## config.mk

```make
export PLATFORM = sky130hd
export DESIGN_NAME = fsr_readback
export DESIGN_NICKNAME = d
export VERILOG_FILES = /design/src/core/fsr_pkg.sv /design/src/core/fsr_flags_if.sv /design/src/core/fsr_pin_sync.sv /design/src/core/fsr_group_flags.sv /design/src/core/fsr_readback.sv
export SDC_FILE = /design/constraint.sdc
export NUM_CORES = 1
export LEC_CHECK = 0
export ABC_AREA = 1
export BUFFER_PORTS_ARGS = -buffer_cell sky130_fd_sc_hd__buf_4
export CORE_MARGIN = 10
export CORE_UTILIZATION = 42
export CTS_CLUSTER_DIAMETER = 60
export DETAILED_ROUTE_END_ITERATION = 10
export HOLD_SLACK_MARGIN = 0.08
export PLACE_DENSITY = 0.86
export SYNTH_ARGS = -nofsm -noshare
export SYNTH_HDL_FRONTEND = slang
export SYNTH_SLANG_ARGS = --single-unit
```

## constraint.sdc

```tcl
create_clock -name clk -period 1.1 [get_ports clk]
set_input_delay 0.165 -clock clk [delete_from_list [all_inputs] [get_ports clk]]
set_output_delay 0.165 -clock clk [all_outputs]
set_load 0.005 [all_outputs]
```

## src/core/fsr_pkg.sv

```systemverilog
// fsr_pkg: register indices, field positions, write masks and reset values
// for the fail-safe read-back register bank.
// assumes data bit n of the 16-bit register port carries register bit n+8.
package fsr_pkg;

    // ****************************************************************
    // register indices on the control port
    // ****************************************************************
    localparam int          ADDR_W          = 4;
    localparam int          DATA_W          = 16;
    localparam logic [3:0]  IDX_GROUP       = 4'h0;
    localparam logic [3:0]  IDX_REACT_CORE  = 4'h1;
    localparam logic [3:0]  IDX_REACT_AUX   = 4'h2;
    localparam logic [3:0]  IDX_SUPERVISION = 4'h3;
    localparam logic [3:0]  IDX_CORE_OFFSET = 4'h4;
    localparam logic [3:0]  IDX_MON_STATUS  = 4'h5;
    localparam logic [3:0]  IDX_PIN_STATUS  = 4'h6;
    localparam logic [3:0]  IDX_DIAG        = 4'h7;
    localparam logic [3:0]  IDX_INH_MASK    = 4'h8;
    localparam logic [3:0]  IDX_STATE       = 4'h9;

    // ****************************************************************
    // field positions (data bit = register bit - 8)
    // ****************************************************************
    localparam int POS_COMM_G      = 15;
    localparam int POS_PIN_G       = 13;
    localparam int POS_MON_G       = 12;
    // monitor status: six monitor flags and two internal faults
    localparam int POS_CORE_OV     = 15;
    localparam int POS_CORE_UV     = 14;
    localparam int POS_IO_OV       = 13;
    localparam int POS_IO_UV       = 12;
    localparam int POS_AUX_OV      = 5;
    localparam int POS_AUX_UV      = 4;
    localparam int POS_REF_OV      = 2;
    localparam int POS_OSC_DRIFT   = 1;
    // pin status
    localparam int POS_PG_DIAG     = 15;
    localparam int POS_PG_EVENT    = 14;
    localparam int POS_PG_SENSE    = 13;
    localparam int POS_EXT_RST     = 12;
    localparam int POS_RST_DRIVE   = 11;
    localparam int POS_RST_SENSE   = 10;
    localparam int POS_RST_EVENT   = 9;
    localparam int POS_RST_DIAG    = 8;
    localparam int POS_RST_REQ     = 7;
    // diagnostics
    localparam int POS_ERR_MON     = 11;
    localparam int POS_BUS_CRC     = 2;
    localparam int POS_BUS_REQ     = 1;
    // supervision
    localparam int POS_CNT_LSB     = 0;
    localparam int CNT_W           = 4;
    // state report
    localparam int POS_DBG_MODE    = 13;
    localparam int POS_OTP_BAD     = 11;
    localparam int POS_REG_BAD     = 9;
    localparam int STATE_W         = 5;

    // ****************************************************************
    // storage masks and reset values
    // ****************************************************************
    localparam logic [15:0] WMASK_REACT_CORE = 16'hF00F;
    localparam logic [15:0] WMASK_REACT_AUX  = 16'h000F;
    localparam logic [15:0] WMASK_SUPERV     = 16'hC210;
    localparam logic [15:0] WMASK_OFFSET     = 16'hF800;
    localparam logic [15:0] WMASK_INH        = 16'h0070;
    localparam logic [15:0] W1C_MON          = 16'hF036;
    localparam logic [15:0] W1C_PIN          = 16'hD300;
    localparam logic [15:0] W1C_DIAG         = 16'h0006;
    localparam logic [15:0] RST_REACT_CORE   = 16'hD00D;
    localparam logic [15:0] RST_REACT_AUX    = 16'h000D;
    localparam logic [15:0] RST_SUPERV       = 16'h4000;
    localparam logic [15:0] RST_OFFSET       = 16'h0000;
    localparam logic [15:0] RST_INH          = 16'h0000;
    // core undervoltage stands flagged at power-on, so the monitor summary reads 1
    localparam logic [15:0] RST_MON          = 16'h4000;
    localparam logic [15:0] RST_PIN          = 16'h0000;
    localparam logic [15:0] RST_DIAG         = 16'h0000;

endpackage : fsr_pkg

```

## src/core/fsr_flags_if.sv

```systemverilog
// fsr_flags_if: carries the held flag registers to the summary logic and
// the three summary bits back.
// assumes one clock domain; pure wires.
`timescale 1ns/10ps
interface fsr_flags_if;
    logic [15:0] mon_flags;
    logic [15:0] pin_flags;
    logic [15:0] diag_flags;
    logic        comm_group_flag;
    logic        pin_group_flag;
    logic        monitor_group_flag;

    modport source  (output mon_flags, pin_flags, diag_flags,
                     input  comm_group_flag, pin_group_flag, monitor_group_flag);
    modport summary (input  mon_flags, pin_flags, diag_flags,
                     output comm_group_flag, pin_group_flag, monitor_group_flag);
endinterface : fsr_flags_if

```

## src/core/fsr_pin_sync.sv

```systemverilog
// fsr_pin_sync: two-stage synchroniser for pin-level inputs.
// assumes inputs are levels; the first stage feeds only the second.
`timescale 1ns/10ps
module fsr_pin_sync #(
    parameter int W = 2
) (
    input  wire logic         clk,
    input  wire logic         arst_n,
    input  wire logic [W-1:0] async_in,
    output logic      [W-1:0] sync_out
);
    logic [W-1:0] meta_reg;

    always_ff @(posedge clk or negedge arst_n) begin
        if (!arst_n) begin
            meta_reg <= '0;
            sync_out <= '0;
        end else begin
            meta_reg <= async_in;
            sync_out <= meta_reg;
        end
    end
endmodule : fsr_pin_sync

```

## src/core/fsr_group_flags.sv

```systemverilog
// fsr_group_flags: OR summaries of the held fail-safe flags.
// assumes flag vectors are register outputs on the same clock.
`timescale 1ns/10ps
module fsr_group_flags
    import fsr_pkg::*;
(
    fsr_flags_if.summary flags
);
    // purely combinational so each summary drops the moment its last source clears
    assign flags.comm_group_flag    = flags.diag_flags[POS_BUS_CRC]
                                    | flags.diag_flags[POS_BUS_REQ];
    assign flags.pin_group_flag     = flags.pin_flags[POS_PG_DIAG]
                                    | flags.pin_flags[POS_RST_DIAG];
    assign flags.monitor_group_flag = flags.mon_flags[POS_CORE_OV]
                                    | flags.mon_flags[POS_CORE_UV]
                                    | flags.mon_flags[POS_IO_OV]
                                    | flags.mon_flags[POS_IO_UV]
                                    | flags.mon_flags[POS_AUX_OV]
                                    | flags.mon_flags[POS_AUX_UV];
endmodule : fsr_group_flags

```

## src/core/fsr_readback.sv

```systemverilog
// fsr_readback: fail-safe register bank as seen from the control port.
// assumes the serial front end delivers decoded single-cycle read and
// write strobes on clk; fault sources are pulses from same-clock logic.
`timescale 1ns/10ps

module fsr_readback
    import fsr_pkg::*;
(
    input  wire logic                clk,
    input  wire logic                arst_n,
    // control port
    input  wire logic [ADDR_W-1:0]   reg_addr,
    input  wire logic [DATA_W-1:0]   reg_wdata,
    input  wire logic                reg_wr,
    input  wire logic                reg_rd,
    output logic      [DATA_W-1:0]   reg_rdata,
    output logic                     reg_ack,
    // fault events, one-cycle pulses
    input  wire logic                core_monitor_overvoltage,
    input  wire logic                core_monitor_undervoltage,
    input  wire logic                io_supply_overvoltage,
    input  wire logic                io_supply_undervoltage,
    input  wire logic                aux_monitor_overvoltage,
    input  wire logic                aux_monitor_undervoltage,
    input  wire logic                ref_overvoltage_evt,
    input  wire logic                osc_drift_evt,
    input  wire logic                power_good_diag_fault,
    input  wire logic                power_good_evt,
    input  wire logic                ext_reset_evt,
    input  wire logic                reset_pin_evt,
    input  wire logic                reset_pin_diag_fault,
    input  wire logic                bus_crc_error,
    input  wire logic                bus_request_error,
    // live status from the safety state machine
    input  wire logic                error_monitor_live,
    input  wire logic                reset_drive_live,
    input  wire logic                debug_mode_live,
    input  wire logic                otp_corrupt_live,
    input  wire logic                reg_corrupt_live,
    input  wire logic [CNT_W-1:0]    fault_error_counter,
    input  wire logic [STATE_W-1:0]  safety_state_code,
    // pins sensed back
    input  wire logic                power_good_pin,
    input  wire logic                reset_pin,
    // configuration, reset request and group summaries out
    output logic      [DATA_W-1:0]   core_io_reaction,
    output logic      [DATA_W-1:0]   aux_reaction,
    output logic      [DATA_W-1:0]   supervision_cfg,
    output logic      [DATA_W-1:0]   core_offset_cfg,
    output logic      [DATA_W-1:0]   inhibit_mask,
    output logic                     reset_request,
    output logic                     comm_group_flag,
    output logic                     pin_group_flag,
    output logic                     monitor_group_flag
);

    // ****************************************************************
    // decode
    // ****************************************************************
    function automatic logic hit(input logic [ADDR_W-1:0] a, input logic [3:0] idx);
        hit = (a == idx);
    endfunction : hit

    wire logic wr_react_core = reg_wr && hit(reg_addr, IDX_REACT_CORE);
    wire logic wr_react_aux  = reg_wr && hit(reg_addr, IDX_REACT_AUX);
    wire logic wr_superv     = reg_wr && hit(reg_addr, IDX_SUPERVISION);
    wire logic wr_offset     = reg_wr && hit(reg_addr, IDX_CORE_OFFSET);
    wire logic wr_mon        = reg_wr && hit(reg_addr, IDX_MON_STATUS);
    wire logic wr_pin        = reg_wr && hit(reg_addr, IDX_PIN_STATUS);
    wire logic wr_diag       = reg_wr && hit(reg_addr, IDX_DIAG);
    wire logic wr_inh        = reg_wr && hit(reg_addr, IDX_INH_MASK);

    // ****************************************************************
    // pin sense synchronisers
    // ****************************************************************
    logic [1:0] pin_sense;

    fsr_pin_sync #(.W(2)) u_pin_sync (
        .clk      (clk),
        .arst_n   (arst_n),
        .async_in ({power_good_pin, reset_pin}),
        .sync_out (pin_sense)
    );

    // ****************************************************************
    // flag sources and clears
    // ****************************************************************
    logic [DATA_W-1:0] mon_set;
    logic [DATA_W-1:0] pin_set;
    logic [DATA_W-1:0] diag_set;

    always_comb begin
        mon_set                 = '0;
        mon_set[POS_CORE_OV]    = core_monitor_overvoltage;
        mon_set[POS_CORE_UV]    = core_monitor_undervoltage;
        mon_set[POS_IO_OV]      = io_supply_overvoltage;
        mon_set[POS_IO_UV]      = io_supply_undervoltage;
        mon_set[POS_AUX_OV]     = aux_monitor_overvoltage;
        mon_set[POS_AUX_UV]     = aux_monitor_undervoltage;
        mon_set[POS_REF_OV]     = ref_overvoltage_evt;
        mon_set[POS_OSC_DRIFT]  = osc_drift_evt;
        pin_set                 = '0;
        pin_set[POS_PG_DIAG]    = power_good_diag_fault;
        pin_set[POS_PG_EVENT]   = power_good_evt;
        pin_set[POS_EXT_RST]    = ext_reset_evt;
        pin_set[POS_RST_EVENT]  = reset_pin_evt;
        pin_set[POS_RST_DIAG]   = reset_pin_diag_fault;
        diag_set                = '0;
        diag_set[POS_BUS_CRC]   = bus_crc_error;
        diag_set[POS_BUS_REQ]   = bus_request_error;
    end

    // write-one-to-clear; a fresh event in the clearing cycle wins
    wire logic [DATA_W-1:0] mon_clr  = wr_mon  ? (reg_wdata & W1C_MON)  : '0;
    wire logic [DATA_W-1:0] pin_clr  = wr_pin  ? (reg_wdata & W1C_PIN)  : '0;
    wire logic [DATA_W-1:0] diag_clr = wr_diag ? (reg_wdata & W1C_DIAG) : '0;

    // ****************************************************************
    // held registers
    // ****************************************************************
    logic [DATA_W-1:0] react_core_reg;
    logic [DATA_W-1:0] react_aux_reg;
    logic [DATA_W-1:0] superv_reg;
    logic [DATA_W-1:0] offset_reg;
    logic [DATA_W-1:0] inh_reg;
    logic [DATA_W-1:0] mon_reg;
    logic [DATA_W-1:0] pin_reg;
    logic [DATA_W-1:0] diag_reg;
    logic              rst_req_reg;

    wire logic [DATA_W-1:0] mon_next  = ((mon_reg  & ~mon_clr)  | mon_set)  & W1C_MON;
    wire logic [DATA_W-1:0] pin_next  = ((pin_reg  & ~pin_clr)  | pin_set)  & W1C_PIN;
    wire logic [DATA_W-1:0] diag_next = ((diag_reg & ~diag_clr) | diag_set) & W1C_DIAG;

    always_ff @(posedge clk or negedge arst_n) begin
        if (!arst_n) begin
            react_core_reg <= RST_REACT_CORE;
            react_aux_reg  <= RST_REACT_AUX;
            superv_reg     <= RST_SUPERV;
            offset_reg     <= RST_OFFSET;
            inh_reg        <= RST_INH;
            mon_reg        <= RST_MON;
            pin_reg        <= RST_PIN;
            diag_reg       <= RST_DIAG;
            rst_req_reg    <= 1'b0;
        end else begin
            // only defined field bits are stored; the rest stay zero
            if (wr_react_core) react_core_reg <= reg_wdata & WMASK_REACT_CORE;
            if (wr_react_aux)  react_aux_reg  <= reg_wdata & WMASK_REACT_AUX;
            if (wr_superv)     superv_reg     <= reg_wdata & WMASK_SUPERV;
            if (wr_offset)     offset_reg     <= reg_wdata & WMASK_OFFSET;
            if (wr_inh)        inh_reg        <= reg_wdata & WMASK_INH;
            mon_reg     <= mon_next;
            pin_reg     <= pin_next;
            diag_reg    <= diag_next;
            rst_req_reg <= wr_pin && reg_wdata[POS_RST_REQ];
        end
    end

    // ****************************************************************
    // group summaries
    // ****************************************************************
    fsr_flags_if flags ();

    assign flags.mon_flags  = mon_reg;
    assign flags.pin_flags  = pin_reg;
    assign flags.diag_flags = diag_reg;

    fsr_group_flags u_group (
        .flags (flags)
    );

    // ****************************************************************
    // read view
    // ****************************************************************
    logic [DATA_W-1:0] group_view;
    logic [DATA_W-1:0] superv_view;
    logic [DATA_W-1:0] pin_view;
    logic [DATA_W-1:0] diag_view;
    logic [DATA_W-1:0] state_view;

    always_comb begin
        group_view                  = '0;
        group_view[POS_COMM_G]      = flags.comm_group_flag;
        group_view[POS_PIN_G]       = flags.pin_group_flag;
        group_view[POS_MON_G]       = flags.monitor_group_flag;
        superv_view                 = superv_reg;
        superv_view[POS_CNT_LSB +: CNT_W] = fault_error_counter;
        pin_view                    = pin_reg;
        pin_view[POS_PG_SENSE]      = pin_sense[1];
        pin_view[POS_RST_DRIVE]     = reset_drive_live;
        pin_view[POS_RST_SENSE]     = pin_sense[0];
        diag_view                   = diag_reg;
        diag_view[POS_ERR_MON]      = error_monitor_live;
        state_view                  = '0;
        state_view[POS_DBG_MODE]    = debug_mode_live;
        state_view[POS_OTP_BAD]     = otp_corrupt_live;
        state_view[POS_REG_BAD]     = reg_corrupt_live;
        state_view[STATE_W-1:0]     = safety_state_code;
    end

    logic [DATA_W-1:0] rd_mux;

    always_comb begin
        case (reg_addr)
            IDX_GROUP:       rd_mux = group_view;
            IDX_REACT_CORE:  rd_mux = react_core_reg;
            IDX_REACT_AUX:   rd_mux = react_aux_reg;
            IDX_SUPERVISION: rd_mux = superv_view;
            IDX_CORE_OFFSET: rd_mux = offset_reg;
            IDX_MON_STATUS:  rd_mux = mon_reg;
            IDX_PIN_STATUS:  rd_mux = pin_view;
            IDX_DIAG:        rd_mux = diag_view;
            IDX_INH_MASK:    rd_mux = inh_reg;
            IDX_STATE:       rd_mux = state_view;
            default:         rd_mux = '0;
        endcase
    end

    // read data captured one edge after the strobe; writes answer likewise
    always_ff @(posedge clk or negedge arst_n) begin
        if (!arst_n) begin
            reg_rdata <= '0;
            reg_ack   <= 1'b0;
        end else begin
            if (reg_rd) reg_rdata <= rd_mux;
            reg_ack <= reg_rd | reg_wr;
        end
    end

    // ****************************************************************
    // outputs
    // ****************************************************************
    assign core_io_reaction   = react_core_reg;
    assign aux_reaction       = react_aux_reg;
    assign supervision_cfg    = superv_reg;
    assign core_offset_cfg    = offset_reg;
    assign inhibit_mask       = inh_reg;
    assign reset_request      = rst_req_reg;
    assign comm_group_flag    = flags.comm_group_flag;
    assign pin_group_flag     = flags.pin_group_flag;
    assign monitor_group_flag = flags.monitor_group_flag;

endmodule : fsr_readback

```

# After elaboration in Yosys (flattened, before gate mapping)
# Index checks and enable logic that the tools add are counted.
dict set report classes {
  n_eq_ne 9
  mux 4
  bitwise_logic 17
  n_reduce_logical 10
}
# operator count
set op_table {}
lappend op_table {{$pmux 16 s10} 1}
lappend op_table {{$and 16x16->16} 2}
lappend op_table {{$mux 16} 2}
lappend op_table {{$not 16->16} 2}
lappend op_table {{$or 16x16->16} 2}
lappend op_table {{$eq 4x3->1 const B} 4}
lappend op_table {{$logic_and 1x1->1} 9}
lappend op_table {{$eq 4x2->1 const B} 2}
lappend op_table {{$eq 4x4->1 const B} 2}
lappend op_table {{$or 1x1->1} 8}
lappend op_table {{$eq 4x1->1 const B} 1}
lappend op_table {{$logic_not 4->1} 1}
lappend op_table {{$and 3x3->3} 1}
lappend op_table {{$mux 3} 1}
lappend op_table {{$not 3->3} 1}
lappend op_table {{$or 3x3->3} 1}
dict set report word_totals {
  ff_bits 61
  inputBits 55
  output_inout_bits 101
}

# Logic depth before layout (Yosys ltp)
dict set report depth {
  word_depth 6
  mapped_depth 9
}

# By module
# Synthesis repeated with hierarchy kept, for this count alone.
dict set report hier_totals {
  hier_cells 414
  area_unflattened_um2 3295.7
}
# mod instances cells_each area_each_um2
set by_module_without_submodules {}
lappend by_module_without_submodules {fsr_readback 1 404 3166.8}
lappend by_module_without_submodules {fsr_pin_sync 1 4 100.1}
lappend by_module_without_submodules {fsr_group_flags 1 6 28.8}

# Worst setup path after synthesis
# Ideal clock, no wire load.
dict set report synth_timing {
  kind {register -> register}
  startpoint {reg pin_reg[15] (netlist: flags.pin_flags[15])}
  endpoint {reg reg_rdata[13]}
  setup_time_ps 117
  arrival_time_ps 938
  t_required_ps 983
  setup_slack_ps 45
  path_stages_with_launch 8
  n_path_buf 0
  cell_sequence {dfrtp_1 or2_2 nand2_1 nand2_1 inv_1 nand2_1 nand2_1 nand2_1}
}
dict set report synth_between {
  elab_chain_len 2
}
# item line_no
set synth_lines {}
lappend synth_lines {{start: declaration} fsr_readback.sv:127} ;# logic [DATA_W-1:0] pin_reg;
lappend synth_lines {{start signal: assignment} fsr_readback.sv:154} ;# pin_reg <= pin_next;
lappend synth_lines {{$or 1x1->1} fsr_group_flags.sv:13} ;# | flags.pin_flags[POS_RST_DIAG];
lappend synth_lines {{net pin_group_flag} fsr_readback.sv:53} ;# output logic pin_group_flag,
lappend synth_lines {{$pmux 16 s10} fsr_readback.sv:205} ;# case (reg_addr)
lappend synth_lines {{end signal: assignment} fsr_readback.sv:226} ;# if (reg_rd) reg_rdata <= rd_mux;
lappend synth_lines {{end: declaration} fsr_readback.sv:16} ;# output logic [DATA_W-1:0] reg_rdata,
# The timed path passes the listed nets, and every way through them passes these cells.
# A chain may end at the register's enable or synchronous reset.

# Worst setup path in the final report
dict set report layout_timing {
  startpoint {reg mon_reg[15] (netlist: flags.mon_flags[15])}
  endpoint {out monitor_group_flag}
}
dict set report layout_between {
  elab_chain_len 5
}
# item line_no
set layout_lines {}
lappend layout_lines {{start: declaration} fsr_readback.sv:126} ;# logic [DATA_W-1:0] mon_reg;
lappend layout_lines {{start signal: assignment} fsr_readback.sv:153} ;# mon_reg <= mon_next;
lappend layout_lines {{$or 1x1->1} fsr_group_flags.sv:15} ;# | flags.mon_flags[POS_CORE_UV]
lappend layout_lines {{$or 1x1->1} fsr_group_flags.sv:16} ;# | flags.mon_flags[POS_IO_OV]
lappend layout_lines {{$or 1x1->1} fsr_group_flags.sv:17} ;# | flags.mon_flags[POS_IO_UV]
lappend layout_lines {{$or 1x1->1} fsr_group_flags.sv:18} ;# | flags.mon_flags[POS_AUX_OV]
lappend layout_lines {{$or 1x1->1} fsr_group_flags.sv:19} ;# | flags.mon_flags[POS_AUX_UV];
lappend layout_lines {{end: declaration} fsr_readback.sv:54} ;# output logic monitor_group_flag
# Every way passes these cells.

==> metrics.txt <==
area of the core=7730 µm²; Top reg by flops=reg_rdata; Die W=109 µm; Min-Delay Endpoint=core_io_reaction[0]; initial core utilization=0.431; max cap viols=0; most frequent CP cell=buf_6; Startpoint Class=flop; HPWL Detailed=8270 µm; CP peak stage delay=400 ps; Synth Register Bits=60; Ys Warns=0; worst-skew pair later-pin latency=350 ps; leading area contributor after synthesis=dfrtp_1; worst reg2reg endpoint=reg_rdata[12]; CTS clk-pin slew, worst paths=70 ps; first-pass GRT wire length=16900 µm; Final Core Density=0.644; sequential area share after synthesis=0.455; Finished Cell Area=4970 µm²; dpl ws=-152 ps; WP data arrival=1290 ps; RSZ-0062 raised after global routing=true; Setup violations, final=17; critical-path cell list=nor2_2 -> nand3_2 -> buf_6 -> buf_6; WHS Path Cells=3; Mapped Cells=414; Leak=2.67 nW; DR pass1 iterations=5; final hold slack=90.5 ps; status=finished, violations left; all-layer global routing usage=0.182; Hold Crit Class=in -> reg; grt total ovfl=0; Distinct cells, synth=26; placed inst area=4180 µm²; PD cells=1380 nW/µm²; Worst R2R Path Depth=8; CTS tree=built; clk_skew=9.14 ps; setup TNS=-1670 ps; Final WS setup=-357 ps; R2R Setup Slk=-240 ps; number of global-route vias before repair=3461; Crit Path Max Fanout=2; area share of the largest cell type after synthesis=0.368; Final Hold Viols=0; routed via count=3277; CTS HTree Levels=3; Inserted Clock Buffers=9; post-route clock period utilization=1.32; clock sink total=60; # IOs=156; worst vdd ir=1.11 mV; failing checks=setup timing; maximum number of pins on one net before global-route repair=26; DRT iter0 DRCs=185; diodes inserted=0; Via density=4.71; Port Buffers=97; worst reg2reg startpoint=flags.mon_flags[15]; share of layout cells above drive strength 1=0.374; final WL=11300 µm; top cells by area, synth=dfrtp_1, nand2_1, buf_4, dfstp_2, nand3_1; Slowest-stage cell, CP=dfrtp_1; die area=11900 µm²; number of flip-flops under the largest register name=15; chip height=109 µm; initial antenna violation count=0; Avg WL per Cell=16.3 µm; # rows=32; crit path time final=1460 ps; drt drc=0; Root Driver=clkbuf_8; Final ANT Viol Nets=0; Mapped Area=3330 µm²; RD Place Congestion=0.940; nets=644; clock tree buffer depth=2; synthesis-to-finish area growth=49.4%; CP required=940 ps; Max Slew Vio Count=0; Crit path buffers/inverters=2; Worst Min Path Start=reg_wdata[0]; Crit Path Class=reg -> out; fmax=686 MHz; Syn Area/Cell=8.04 µm²; dominant delay contributor by cell family on the critical path=flip-flops; endpoint class of the critical path=output pin
## cell type report
class,instances,area (µm²)
clock inverters,3,90.1
inverters,41,156
well taps,102,128
multi-input cells,306,1450
clock buffers,13,179
fillers,620,2750
flip-flops and latches,60,1520
repair buffers,171,1450
## power by group
part	switching [W]	total, W	internal (W)
Sequential	0.000202	0.00270	0.00250
Combinational	0.000714	0.00155	0.000838
Clock	0.000874	0.00263	0.00175
## worst min-delay path, cell delays in order
cell and delay [ps]:
buf_4 110, inv_1 90, o21ai_2 70
## synth_stat cells
cell type,n
o21ai_1,7
a21o_1,1
o21bai_1,1
nor2_4,5
nor2_1,15
or2_2,3
nand2_4,1
inv_1,36
o21ai_2,8
inv_2,4
nor2_2,1
buf_4,57
dfrtp_1,49
nand2_1,135
a21oi_1,1
dfstp_2,11
buf_2,2
conb_1,1
buf_6,3
o21ai_0,21
nor2_8,2
clkbuf_1,1
inv_4,1
nand3_1,39
nand2_2,5
nand4_1,4
## repair_timing
action / 4_1_cts / 5_1_grt
hold buffers: 23 / 0
endpoints found under the setup margin: 16 / 22
hold endpoints to repair: 72 / 0
resized for setup: 20 / 23
setup buffers: 16 / 5
pin swaps: 7 / 20
## cells in the final DEF, fill, tap and decap left out
master and n:
o21ai_2 9, clkbuf_8 13, nand2_1 128, inv_2 4, dfrtp_1 49, nand3_2 5
nor2_4 5, nand2_4 1, o21ai_0 20, a21oi_1 1, buf_6 23, conb_1 57
o21ai_1 7, buf_12 2, inv_1 36, nand2_2 12, or2_4 2, nor2_1 11
bufinv_16 3, nand3_1 34, nand4_1 4, nor2_2 5, a21o_1 1, nor2_8 2
dfstp_2 11, inv_4 1, o21bai_1 1, or2_2 1, buf_4 123, dlygate4sd3_1 23
## routing by layer
metal	routed length, µm	up-vias	share of wire	global-route usage
met3	1250	25	0.11	0.0602
met5	0	-	0	0
met1	4080	1557	0.36	0.183
li1	-	1529	-	-
met4	298	0	0.026	0.105
met2	5680	166	0.50	0.322
## worst max-delay path by stage
stage	from	endpoint	slack (ps)	cells past startpoint
finish	flags.mon_flags[15]	monitor_group_flag	-360	4
global route	flags.mon_flags[5]	monitor_group_flag	-390	4
CTS	flags.mon_flags[5]	monitor_group_flag	-310	4
detailed placement	reg_addr[0]	reg_rdata[14]	-150	9
global placement	reg_addr[1]	core_io_reaction[13]	-90	8
floorplan	flags.pin_flags[15]	reg_rdata[13]	50	7
## metrics by stage
stage               cells  total power (W)
floorplan             470          0.00328
global placement      638          0.00388
detailed placement    638          0.00394
CTS                   693          0.00678
global route          696          0.00714
finish                696          0.00688
## cells by family after synthesis
kind of cell	count (synthesis)	share of synthesized area
simple gates	210	0.285
buf+inv	104	0.190
flops	60	0.455
compound gates	39	0.0692
other cells	1	0.00113
Power figures use the tool's default switching activity.
